<file path="src/ioeseq_consts.svh">
`ifndef IOESEQ_CONSTS_SVH
`define IOESEQ_CONSTS_SVH
// expander command register numbers
`define IOESEQ_REG_IN_LO 3'h0
`define IOESEQ_REG_IN_HI 3'h1
`define IOESEQ_REG_OUT_LO 3'h2
`define IOESEQ_REG_OUT_HI 3'h3
`define IOESEQ_REG_POL_LO 3'h4
`define IOESEQ_REG_POL_HI 3'h5
`define IOESEQ_REG_DIR_LO 3'h6
`define IOESEQ_REG_DIR_HI 3'h7
// fixed data values
`define IOESEQ_NO_INVERT 8'h00
`define IOESEQ_ALL_INPUTS 8'hff
`define IOESEQ_ALL_OUTPUTS 8'h00
// expander numbers
`define IOESEQ_EXP_HP0 3'h0
`define IOESEQ_EXP_HP1 3'h1
`define IOESEQ_EXP_PG 3'h2
`define IOESEQ_EXP_LED 3'h4
// steps per sequence, widest variant
`define IOESEQ_STEPS 4'h8
`endif

</file>
<file path="src/ioeseq_pkg.sv">
package ioeseq_pkg;
  // sequencer states
  typedef enum logic [1:0]
  {
    IOESEQ_IDLE = 2'b00,
    IOESEQ_ISSUE = 2'b01,
    IOESEQ_WAIT = 2'b10
  } ioeseq_state_type;
  // one bus step
  typedef struct packed
  {
    logic valid;
    logic rd;
    logic [2:0] cmd;
    logic [7:0] data;
  } ioeseq_step_type;
endpackage : ioeseq_pkg

</file>
<file path="src/ioeseq_steps.sv">
`timescale 1ns/1ps
`default_nettype none
`include "ioeseq_consts.svh"
// step table: picks command and data for expander kind and step index
module ioeseq_steps
  import ioeseq_pkg::*;
(
  input wire logic CLK,
  input wire logic RSTN,
  input wire logic [2:0] exp_num,
  input wire logic [3:0] step,
  input wire logic [7:0] out_lo,
  input wire logic [7:0] out_hi,
  input wire logic [7:0] dir_lo,
  input wire logic [7:0] dir_hi,
  output ioeseq_step_type step_q
);
  ioeseq_step_type step_d;
  // pack one step
  function automatic ioeseq_step_type mk(input logic rd, input logic [2:0] c,
                                         input logic [7:0] d);
    ioeseq_step_type s;
    s.valid = 1'b1;
    s.rd = rd;
    s.cmd = c;
    s.data = d;
    return s;
  endfunction : mk
  //////////////////////////////////////////////////////////////////////////////
  // step decode by variant
  always_comb
  begin
    step_d = '0;
    if (exp_num == `IOESEQ_EXP_LED)
    begin
      case (step)
        4'h0: step_d = mk(1'b0, `IOESEQ_REG_OUT_LO, out_lo); // link up
        4'h1: step_d = mk(1'b0, `IOESEQ_REG_OUT_HI, out_hi); // activity
        4'h2: step_d = mk(1'b0, `IOESEQ_REG_POL_LO, `IOESEQ_NO_INVERT);
        4'h3: step_d = mk(1'b0, `IOESEQ_REG_POL_HI, `IOESEQ_NO_INVERT);
        4'h4: step_d = mk(1'b0, `IOESEQ_REG_DIR_LO, `IOESEQ_ALL_OUTPUTS);
        4'h5: step_d = mk(1'b0, `IOESEQ_REG_DIR_HI, `IOESEQ_ALL_OUTPUTS);
        default: step_d = '0; // no input reads
      endcase
    end
    else if (exp_num == `IOESEQ_EXP_PG)
    begin
      case (step)
        4'h0: step_d = mk(1'b0, `IOESEQ_REG_OUT_LO, out_lo); // no upper output write
        4'h1: step_d = mk(1'b0, `IOESEQ_REG_POL_LO, `IOESEQ_NO_INVERT);
        4'h2: step_d = mk(1'b0, `IOESEQ_REG_POL_HI, `IOESEQ_NO_INVERT);
        4'h3: step_d = mk(1'b0, `IOESEQ_REG_DIR_LO, dir_lo);
        4'h4: step_d = mk(1'b0, `IOESEQ_REG_DIR_HI, `IOESEQ_ALL_INPUTS);
        4'h5: step_d = mk(1'b1, `IOESEQ_REG_IN_LO, 8'h00);
        4'h6: step_d = mk(1'b1, `IOESEQ_REG_IN_HI, 8'h00);
        default: step_d = '0;
      endcase
    end
    else
    begin
      case (step)
        4'h0: step_d = mk(1'b0, `IOESEQ_REG_OUT_LO, out_lo);
        4'h1: step_d = mk(1'b0, `IOESEQ_REG_OUT_HI, out_hi);
        4'h2: step_d = mk(1'b0, `IOESEQ_REG_POL_LO, `IOESEQ_NO_INVERT);
        4'h3: step_d = mk(1'b0, `IOESEQ_REG_POL_HI, `IOESEQ_NO_INVERT);
        4'h4: step_d = mk(1'b0, `IOESEQ_REG_DIR_LO, dir_lo);
        4'h5: step_d = mk(1'b0, `IOESEQ_REG_DIR_HI, dir_hi);
        4'h6: step_d = mk(1'b1, `IOESEQ_REG_IN_LO, 8'h00);
        4'h7: step_d = mk(1'b1, `IOESEQ_REG_IN_HI, 8'h00);
        default: step_d = '0;
      endcase
    end
  end
  // registered so the table never sits on a long path
  always_ff @(posedge CLK)
  begin
    if (!RSTN)
      step_q <= '0;
    else
      step_q <= step_d;
  end
endmodule : ioeseq_steps
`default_nettype wire

</file>
<file path="src/ioeseq_pins.sv">
`timescale 1ns/1ps
`default_nettype none
`include "ioeseq_consts.svh"
// holds the last read input bytes of expanders 0..2 (small memory, registered read)
module ioeseq_pins
(
  input wire logic CLK,
  input wire logic RSTN,
  input wire logic wr_en,
  input wire logic [2:0] wr_idx,
  input wire logic [7:0] wr_data,
  input wire logic [2:0] rd_idx,
  output logic [7:0] rd_data_q
);
  logic [7:0] mem_q [0:7]; // index = expander*2 + byte, expanders 0..2 only
  logic [7:0] mem_d [0:7];
  logic [7:0] rd_data_d;
  // next contents
  always_comb
  begin
    for (int i = 0; i < 8; i++)
      mem_d[i] = mem_q[i];
    if (wr_en)
      mem_d[wr_idx] = wr_data;
    rd_data_d = mem_q[rd_idx];
  end
  // register store and read port
  always_ff @(posedge CLK)
  begin
    if (!RSTN)
    begin
      for (int i = 0; i < 8; i++)
        mem_q[i] <= 8'h00;
      rd_data_q <= 8'h00;
    end
    else
    begin
      for (int i = 0; i < 8; i++)
        mem_q[i] <= mem_d[i];
      rd_data_q <= rd_data_d;
    end
  end
endmodule : ioeseq_pins
`default_nettype wire

</file>
<file path="src/ioeseq_top.sv">
`timescale 1ns/1ps
`default_nettype none
`include "ioeseq_consts.svh"
module ioeseq_top
  import ioeseq_pkg::*;
(
  input wire logic CLK,
  input wire logic RSTN,
  input wire logic EEPROM_DONE,
  input wire logic [5:0] ADDR_WR,
  input wire logic [6:0] ADDR_DATA,
  input wire logic [7:0] HP0_OUT_LO,
  input wire logic [7:0] HP0_OUT_HI,
  input wire logic [7:0] HP1_OUT_LO,
  input wire logic [7:0] HP1_OUT_HI,
  input wire logic [7:0] PG_OUT_LO,
  input wire logic [7:0] HP0_DIR_LO,
  input wire logic [7:0] HP0_DIR_HI,
  input wire logic [7:0] HP1_DIR_LO,
  input wire logic [7:0] HP1_DIR_HI,
  input wire logic [7:0] PG_DIR_LO,
  input wire logic [7:0] LINK_UP,
  input wire logic [7:0] LINK_ACT,
  input wire logic [7:0] PORT_ENABLED,
  input wire logic TXN_DONE,
  input wire logic [7:0] TXN_RDATA,
  output logic TXN_REQ,
  output logic [6:0] TXN_ADDR,
  output logic TXN_RD,
  output logic [2:0] TXN_CMD,
  output logic [7:0] TXN_WDATA,
  output logic [7:0] PIN_STATE,
  output logic PIN_STATE_VALID,
  output logic [2:0] PIN_STATE_IDX,
  output logic BUSY
);
  ////////////////////////////////////////////////////////////////////////////////
  // per-expander address fields and pending flags
  logic [6:0] addr_q [0:5]; // per_expander_bus_address
  logic [6:0] addr_d [0:5];
  logic [5:0] en_q, en_d; // field holds a live address
  logic [5:0] pend_q, pend_d; // configuration requested
  logic [7:0] last_out_q [0:5]; // last lower byte sent per expander
  logic [7:0] last_out_d [0:5];
  logic [7:0] last_hi_q [0:5]; // last upper byte sent
  logic [7:0] last_hi_d [0:5];
  ioeseq_state_type state_q, state_d; // sequencer state
  logic [2:0] cur_q, cur_d; // expander being served
  logic [3:0] step_q, step_d; // step within its sequence
  logic [2:0] rr_q, rr_d; // round-robin start point, keeps service fair
  logic req_q, req_d;
  logic busy_q, busy_d;
  logic [7:0] want_lo [0:5]; // what the pins ought to show now
  logic [7:0] want_hi [0:5];
  logic [7:0] dir_lo_sel, dir_hi_sel;
  logic [5:0] differ; // internal state vs. pins mismatch
  logic [2:0] pick;
  logic pick_ok;
  ioeseq_step_type tab;
  logic cap_en;
  logic [2:0] cap_idx;
  logic [7:0] pin_rd;
  logic [2:0] pidx_q, pidx_d;
  logic pval_q, pval_d;
  logic settle_q, settle_d; // table word still belongs to the previous cur/step
  logic pval2_q, pval2_d; // second stage, waits for the registered memory read
  logic [2:0] pidx2_q, pidx2_d;
  // led bytes: active low, dead ports negated (led off / link down)
  function automatic logic [7:0] led_byte(input logic [7:0] on, input logic [7:0] en);
    return ~(on & en);
  endfunction : led_byte
  ////////////////////////////////////////////////////////////////////////////////
  // desired output bytes, hot-plug passed straight through
  always_comb
  begin
    for (int i = 0; i < 6; i++)
    begin
      want_lo[i] = 8'h00;
      want_hi[i] = 8'h00;
    end
    want_lo[0] = HP0_OUT_LO; // not inverted
    want_hi[0] = HP0_OUT_HI;
    want_lo[1] = HP1_OUT_LO;
    want_hi[1] = HP1_OUT_HI;
    want_lo[2] = PG_OUT_LO;
    want_lo[4] = led_byte(LINK_UP, PORT_ENABLED);
    want_hi[4] = led_byte(LINK_ACT, PORT_ENABLED);
  end
  // direction values for the expander in service
  always_comb
  begin
    dir_lo_sel = PG_DIR_LO;
    dir_hi_sel = `IOESEQ_ALL_INPUTS;
    if (cur_q == `IOESEQ_EXP_HP0)
    begin
      dir_lo_sel = HP0_DIR_LO;
      dir_hi_sel = HP0_DIR_HI;
    end
    else if (cur_q == `IOESEQ_EXP_HP1)
    begin
      dir_lo_sel = HP1_DIR_LO;
      dir_hi_sel = HP1_DIR_HI;
    end
  end
  ioeseq_steps u_steps
  (
    .CLK(CLK),
    .RSTN(RSTN),
    .exp_num(cur_q),
    .step(step_q),
    .out_lo(want_lo[cur_q]),
    .out_hi(want_hi[cur_q]),
    .dir_lo(dir_lo_sel),
    .dir_hi(dir_hi_sel),
    .step_q(tab)
  );
  // input bytes captured on reads, for expanders 0..2
  // taken from the issued fields, which hold until the next request
  assign cap_en = (state_q == IOESEQ_WAIT) && TXN_DONE && TXN_RD && (cur_q < 3'h3);
  assign cap_idx = {cur_q[1:0], TXN_CMD[0]};
  ioeseq_pins u_pins
  (
    .CLK(CLK),
    .RSTN(RSTN),
    .wr_en(cap_en),
    .wr_idx(cap_idx),
    .wr_data(TXN_RDATA),
    .rd_idx(pidx_q),
    .rd_data_q(pin_rd)
  );
  ////////////////////////////////////////////////////////////////////////////////
  // mismatch detect and fair pick
  always_comb
  begin
    for (int i = 0; i < 6; i++)
      differ[i] = en_q[i] && ((i == 0) || (i == 1) || (i == 4)) &&
                  ((want_lo[i] != last_out_q[i]) || (want_hi[i] != last_hi_q[i]));
    pick = 3'h0;
    pick_ok = 1'b0;
    for (int k = 5; k >= 0; k--)
    begin
      if ((pend_q[(rr_q + 3'(k)) % 6] || differ[(rr_q + 3'(k)) % 6]) &&
          ((rr_q + 3'(k)) % 6 != 3) && ((rr_q + 3'(k)) % 6 != 5))
      begin
        pick = 3'((rr_q + 3'(k)) % 6);
        pick_ok = 1'b1;
      end
    end
  end
  ////////////////////////////////////////////////////////////////////////////////
  // next-state for sequencer and fields
  always_comb
  begin
    state_d = state_q;
    cur_d = cur_q;
    step_d = step_q;
    rr_d = rr_q;
    req_d = 1'b0;
    busy_d = (state_q != IOESEQ_IDLE);
    pval_d = 1'b0;
    pidx_d = pidx_q;
    settle_d = 1'b0;
    pval2_d = pval_q; // read port is one cycle behind the write
    pidx2_d = pidx_q;
    en_d = en_q;
    pend_d = pend_q;
    for (int i = 0; i < 6; i++)
    begin
      addr_d[i] = addr_q[i];
      last_out_d[i] = last_out_q[i];
      last_hi_d[i] = last_hi_q[i];
      if (ADDR_WR[i])
      begin
        addr_d[i] = ADDR_DATA; // writing the field requests setup
        en_d[i] = 1'b1;
        pend_d[i] = 1'b1;
      end
    end
    case (state_q)
      IOESEQ_IDLE:
      begin
        if (EEPROM_DONE && pick_ok) // hold off until EEPROM load ends
        begin
          cur_d = pick;
          step_d = 4'h0; // every trigger runs the full sequence
          settle_d = 1'b1;
          pend_d[pick] = ADDR_WR[pick]; // a new write during service re-arms
          rr_d = (pick == 3'h5) ? 3'h0 : 3'(pick + 3'h1);
          state_d = IOESEQ_ISSUE;
        end
      end
      IOESEQ_ISSUE:
      begin
        // table output lags cur/step by one cycle, so wait that cycle out
        if (settle_q)
          state_d = IOESEQ_ISSUE; // stale table word, never issue it
        else if (tab.valid)
        begin
          req_d = 1'b1;
          state_d = IOESEQ_WAIT;
        end
        else if (step_q == `IOESEQ_STEPS)
          state_d = IOESEQ_IDLE;
        else
        begin
          step_d = 4'(step_q + 4'h1); // empty slot of this variant, skip it
          settle_d = 1'b1;
        end
      end
      IOESEQ_WAIT:
      begin
        if (TXN_DONE) // next step only after this one ends
        begin
          // record what was really sent; the wanted byte may have moved since
          if (!TXN_RD && TXN_CMD == `IOESEQ_REG_OUT_LO)
            last_out_d[cur_q] = TXN_WDATA;
          if (!TXN_RD && TXN_CMD == `IOESEQ_REG_OUT_HI)
            last_hi_d[cur_q] = TXN_WDATA;
          if (TXN_RD)
          begin
            pval_d = (cur_q < 3'h3);
            pidx_d = cap_idx;
          end
          step_d = 4'(step_q + 4'h1);
          settle_d = 1'b1;
          state_d = (step_q == 4'(`IOESEQ_STEPS - 4'h1)) ? IOESEQ_IDLE : IOESEQ_ISSUE;
        end
      end
      default:
        state_d = IOESEQ_IDLE;
    endcase
  end
  ////////////////////////////////////////////////////////////////////////////////
  // register all sequencer state
  always_ff @(posedge CLK)
  begin
    if (!RSTN)
    begin
      state_q <= IOESEQ_IDLE;
      cur_q <= 3'h0;
      step_q <= 4'h0;
      rr_q <= 3'h0;
      req_q <= 1'b0;
      busy_q <= 1'b0;
      pval_q <= 1'b0;
      pidx_q <= 3'h0;
      settle_q <= 1'b0;
      pval2_q <= 1'b0;
      pidx2_q <= 3'h0;
      en_q <= 6'h00;
      pend_q <= 6'h00;
      for (int i = 0; i < 6; i++)
      begin
        addr_q[i] <= 7'h00;
        last_out_q[i] <= 8'h00;
        last_hi_q[i] <= 8'h00;
      end
    end
    else
    begin
      state_q <= state_d;
      cur_q <= cur_d;
      step_q <= step_d;
      rr_q <= rr_d;
      req_q <= req_d;
      busy_q <= busy_d;
      pval_q <= pval_d;
      pidx_q <= pidx_d;
      settle_q <= settle_d;
      pval2_q <= pval2_d;
      pidx2_q <= pidx2_d;
      en_q <= en_d;
      pend_q <= pend_d;
      for (int i = 0; i < 6; i++)
      begin
        addr_q[i] <= addr_d[i];
        last_out_q[i] <= last_out_d[i];
        last_hi_q[i] <= last_hi_d[i];
      end
    end
  end
  ////////////////////////////////////////////////////////////////////////////////
  // transaction port, all from flops
  always_ff @(posedge CLK)
  begin
    if (!RSTN)
    begin
      TXN_REQ <= 1'b0;
      TXN_ADDR <= 7'h00;
      TXN_RD <= 1'b0;
      TXN_CMD <= 3'h0;
      TXN_WDATA <= 8'h00;
      PIN_STATE_VALID <= 1'b0;
      PIN_STATE_IDX <= 3'h0;
      PIN_STATE <= 8'h00;
      BUSY <= 1'b0;
    end
    else
    begin
      TXN_REQ <= req_d; // single pulse per step
      if (req_d)
      begin
        TXN_ADDR <= addr_q[cur_q];
        TXN_RD <= tab.rd;
        TXN_CMD <= tab.cmd;
        TXN_WDATA <= tab.data;
      end
      PIN_STATE_VALID <= pval2_q; // lines up with the registered read byte
      PIN_STATE_IDX <= pidx2_q;
      PIN_STATE <= pin_rd;
      BUSY <= busy_q;
    end
  end
endmodule : ioeseq_top
`default_nettype wire

</file>
<file path="config.mk">
export PLATFORM = sky130hd
export DESIGN_NAME = ioeseq_top
export DESIGN_NICKNAME = d
export VERILOG_FILES = /design/src/ioeseq_pkg.sv /design/src/ioeseq_steps.sv /design/src/ioeseq_pins.sv /design/src/ioeseq_top.sv
export VERILOG_INCLUDE_DIRS = /design/src
export SDC_FILE = /design/constraint.sdc
export NUM_CORES = 1
export LEC_CHECK = 0
export BUFFER_PORTS_ARGS = -buffer_cell sky130_fd_sc_hd__buf_2
export CAP_MARGIN = 10
export CORE_ASPECT_RATIO = 0.6
export CORE_MARGIN = 2
export CORE_UTILIZATION = 35
export DETAILED_ROUTE_END_ITERATION = 6
export PLACE_DENSITY_LB_ADDON = 0.15
export SLEW_MARGIN = 25
export SYNTH_ARGS = -nofsm -noshare
export SYNTH_HDL_FRONTEND = slang
export SYNTH_HIERARCHICAL = 1
export SYNTH_SLANG_ARGS = --single-unit
</file>
<file path="constraint.sdc">
create_clock -name CLK -period 5.63 [get_ports CLK]
set_clock_uncertainty 0.15 [all_clocks]
set_input_delay 0.2815 -clock CLK [delete_from_list [all_inputs] [get_ports CLK]]
set_output_delay 0.2815 -clock CLK [all_outputs]
set_load 0.02 [all_outputs]
</file>
==> impl_metrics.tcl <==
set metrics [dict create \
    setup_violations 0 \
    yosys-top-cells-count "dfxtp_1 (197), nor2_1 (180), nand2_1 (172)" \
    crit_required_ns 5.89 \
    netlist_instances 1408 \
    cts_tree "done" \
    wl_per_cell_um 20.2 \
    root_buffer "clkbuf_16" \
    final_cell_area_um2 14900 \
    synthesis.nets 1562 \
    grt_max_degree 77 \
    finalCriticalPeriod_ns 4.93 \
    finalNetCount 1700 \
    drc 0 \
    drtIter0Drc 1019 \
    startpoint "rr_q[1]" \
    power_mw 6.31 \
    die_y_um 152 \
    antenna_found_initial 1 \
    worst_setup_path_end_kind "register" \
    coreArea_um2 35300 \
    grt_pass1_wl_um 62300 \
    worst_slew_pin_slew_ns 0.999 \
    start_util_pct 35.9 \
    post-cts-setup-buffer-count 0 \
    worstSetupPathType "register to register" \
    fill_cells 3532 \
    drv_slew 0 \
    vias 11000 \
    cts_buffers 25 \
    num_rows 53 \
    first_pass_iters 6 \
    fin_crit_sh_pct 87.5 \
    syn_avg_cell_area_um2 9.02 \
    finalHoldViolations 0 \
    track_usage_pct 21.5 \
    cp-start-kind "register" \
    yosys-top-cells-area "dfxtp_1 (31%), mux2i_1 (10%), edfxtp_1 (9.9%)" \
    hold_slack_ns 0.173 \
    crit_path_max_fanout 9 \
    synth_cell_types 87 \
    pwr_density_cell_nw_per_um2 423 \
    worstHoldStart "HP0_DIR_HI[1]" \
    synth_top_cell_area_share_pct 31.1 \
    fin_tns_setup_ns 0 \
    synth_edf_count 42 \
    syn2layout_area_growth_pct 17.6 \
    timing.slew.headroom_pct 33.3 \
    async_flop_share_pct 0 \
    wl_um 41000 \
    yosysTopAreaCell "dfxtp_1" \
    cts-resized-gates 0 \
    io_buffers 161 \
    cts.clk_slew.worst_paths_ns 0.07 \
    synth-seq-cells 239 \
    synth_area_um2 12700 \
    ios 162 \
    rsz0062_at_grt "no" \
    synth_seq_area_share_pct 41.0 \
    synth_top_flop_cell "dfxtp_1" \
    clk_latency_ns 0.55 \
    cts_max_path_buffers 3 \
    drive_gt1_share_pct 17.0 \
    die_w_um 250 \
    status "completed" \
    drv_cap 0 \
    vdd_drop_max_v 0.000216 \
    cts_max_level 1 \
    power_leakage_nw 6.15 \
    grt_pass1_vias 10300 \
    ant_nets 0 \
    worstHoldPathType "primary input to register" \
    clock_sinks 239 \
    fmax_mhz 203 \
    worstPathArrival_ns 5.19 \
    reg2reg_from "rr_q[1]" \
    gp_congestion 0.950 \
    synth.most_common_cell "dfxtp_1" \
    dp_hpwl_um 29500 \
    avgViaCountPerCell 5.40 \
    antennaDiodeCount 0 \
    die_area_um2 37900 \
    final_core_util_pct 42.2 \
    place_area_um2 13800 \
    ys.warnings.count 6 \
    grt.overflow.total 0 \
]
==> stage by stage <==
step / std cells / setup WS [ns]
6_report: 2030 / 0.704
4_1_cts: 2030 / 0.706
2_1_floorplan: 1408 / 1.48
3_3_place_gp: 1963 / 0.906
3_5_place_dp: 1963 / 0.720
5_1_grt: 2030 / 0.254
==> area by class of cell <==
class / count / area [um2] / share of cell area (%)
inverters: 32 / 120 / 0.805
clock buffers: 34 / 752 / 5.04
multi-input cells: 1046 / 6960 / 46.6
repair buffers: 202 / 1170 / 7.84
flip-flops and latches: 239 / 5210 / 34.9
well taps: 467 / 584 / 3.91
clock inverters: 10 / 130 / 0.872
==> worst max-delay path: stages, from the launching register on <==
cell and delay (ns):
dfxtp_1 0.52, inv_1 0.22, ha_1 0.34, a21oi_1 0.45
inv_1 0.24, ha_1 0.39, nand2b_1 0.17, or3_1 0.37
a211oi_1 0.36, o311ai_4 0.15, o41ai_2 0.14, nor4b_4 0.13
a221o_1 0.38, a22oi_2 0.40, and2_1 0.28, a31oi_1 0.10
==> path summary, 6_finish.rpt <==
check | endpoint | slack [ns] | cells past startpoint
worst max-delay path | pend_q[4] | 0.70 | 15
worst min-delay path | u_steps/step_q[1] | 0.17 | 6
worst max register to register | pend_q[4] | 0.70 | 15
worst min register to register | PIN_STATE[2] | 0.28 | 1
==> cells by family (layout without fill, tap and decap cells) <==
logic type	count (synthesis)	after routing	share of synthesized area, %
mux	151	151	13.9
simple gates	548	548	21.1
flops	239	239	41.0
compound gates	278	278	14.2
fa+ha+maj	25	25	2.46
buf+inv	123	278	4.20
xor+xnor	44	44	3.15
==> placed cells by master, fill, tap and decap left out, types with 25 or more instances in the layout <==
master	synthesis	routed
a21oi_1	114	114
and3_1	53	53
buf_2	14	161
clkbuf_16	0	27
dfxtp_1	197	194
edfxtp_1	42	42
ha_1	25	25
inv_1	29	28
mux2i_1	130	130
nand2_1	172	172
nor2_1	180	179
o21ai_0	43	43
xnor2_1	35	35
==> routing by layer <==
metal | routed length, um | part of all wire, % | global-route usage [%] | vias to the layer above
met1 | 21700 | 53 | 33.9 | 5309
met3 | 3000 | 7.3 | 5.12 | 42
li1 | - | - | - | 5294
met5 | 0 | 0 | 0 | -
met2 | 15800 | 39 | 29.2 | 320
met4 | 558 | 1.4 | 3.67 | 0
==> flip-flops by register name, summed over array words and instances, names as in the netlist, 4 cells and up <==
name,count
TXN_ADDR,7
u_steps/step_q,13
addr_q,42
u_pins/rd_data_q,8
pend_q,6
PIN_STATE,8
u_pins/mem_q,64
step_q,4
last_hi_q,24
TXN_WDATA,8
last_out_q,24
==> power breakdown <==
group / internal, mW / switching (mW) / total (mW)
clock: 1.04 / 0.730 / 1.77
combinational: 0.905 / 1.60 / 2.50
sequential: 1.86 / 0.189 / 2.04
total: 3.80 / 2.52 / 6.31
==> what timing repair did <==
| action | 4_1_cts | 5_1_grt |
|---|---|---|
| hold endpoints to repair | 118 | 0 |
| hold buffers | 23 | 0 |
| endpoints found under the setup margin | 0 | 0 |
Power figures use the tool's default switching activity.
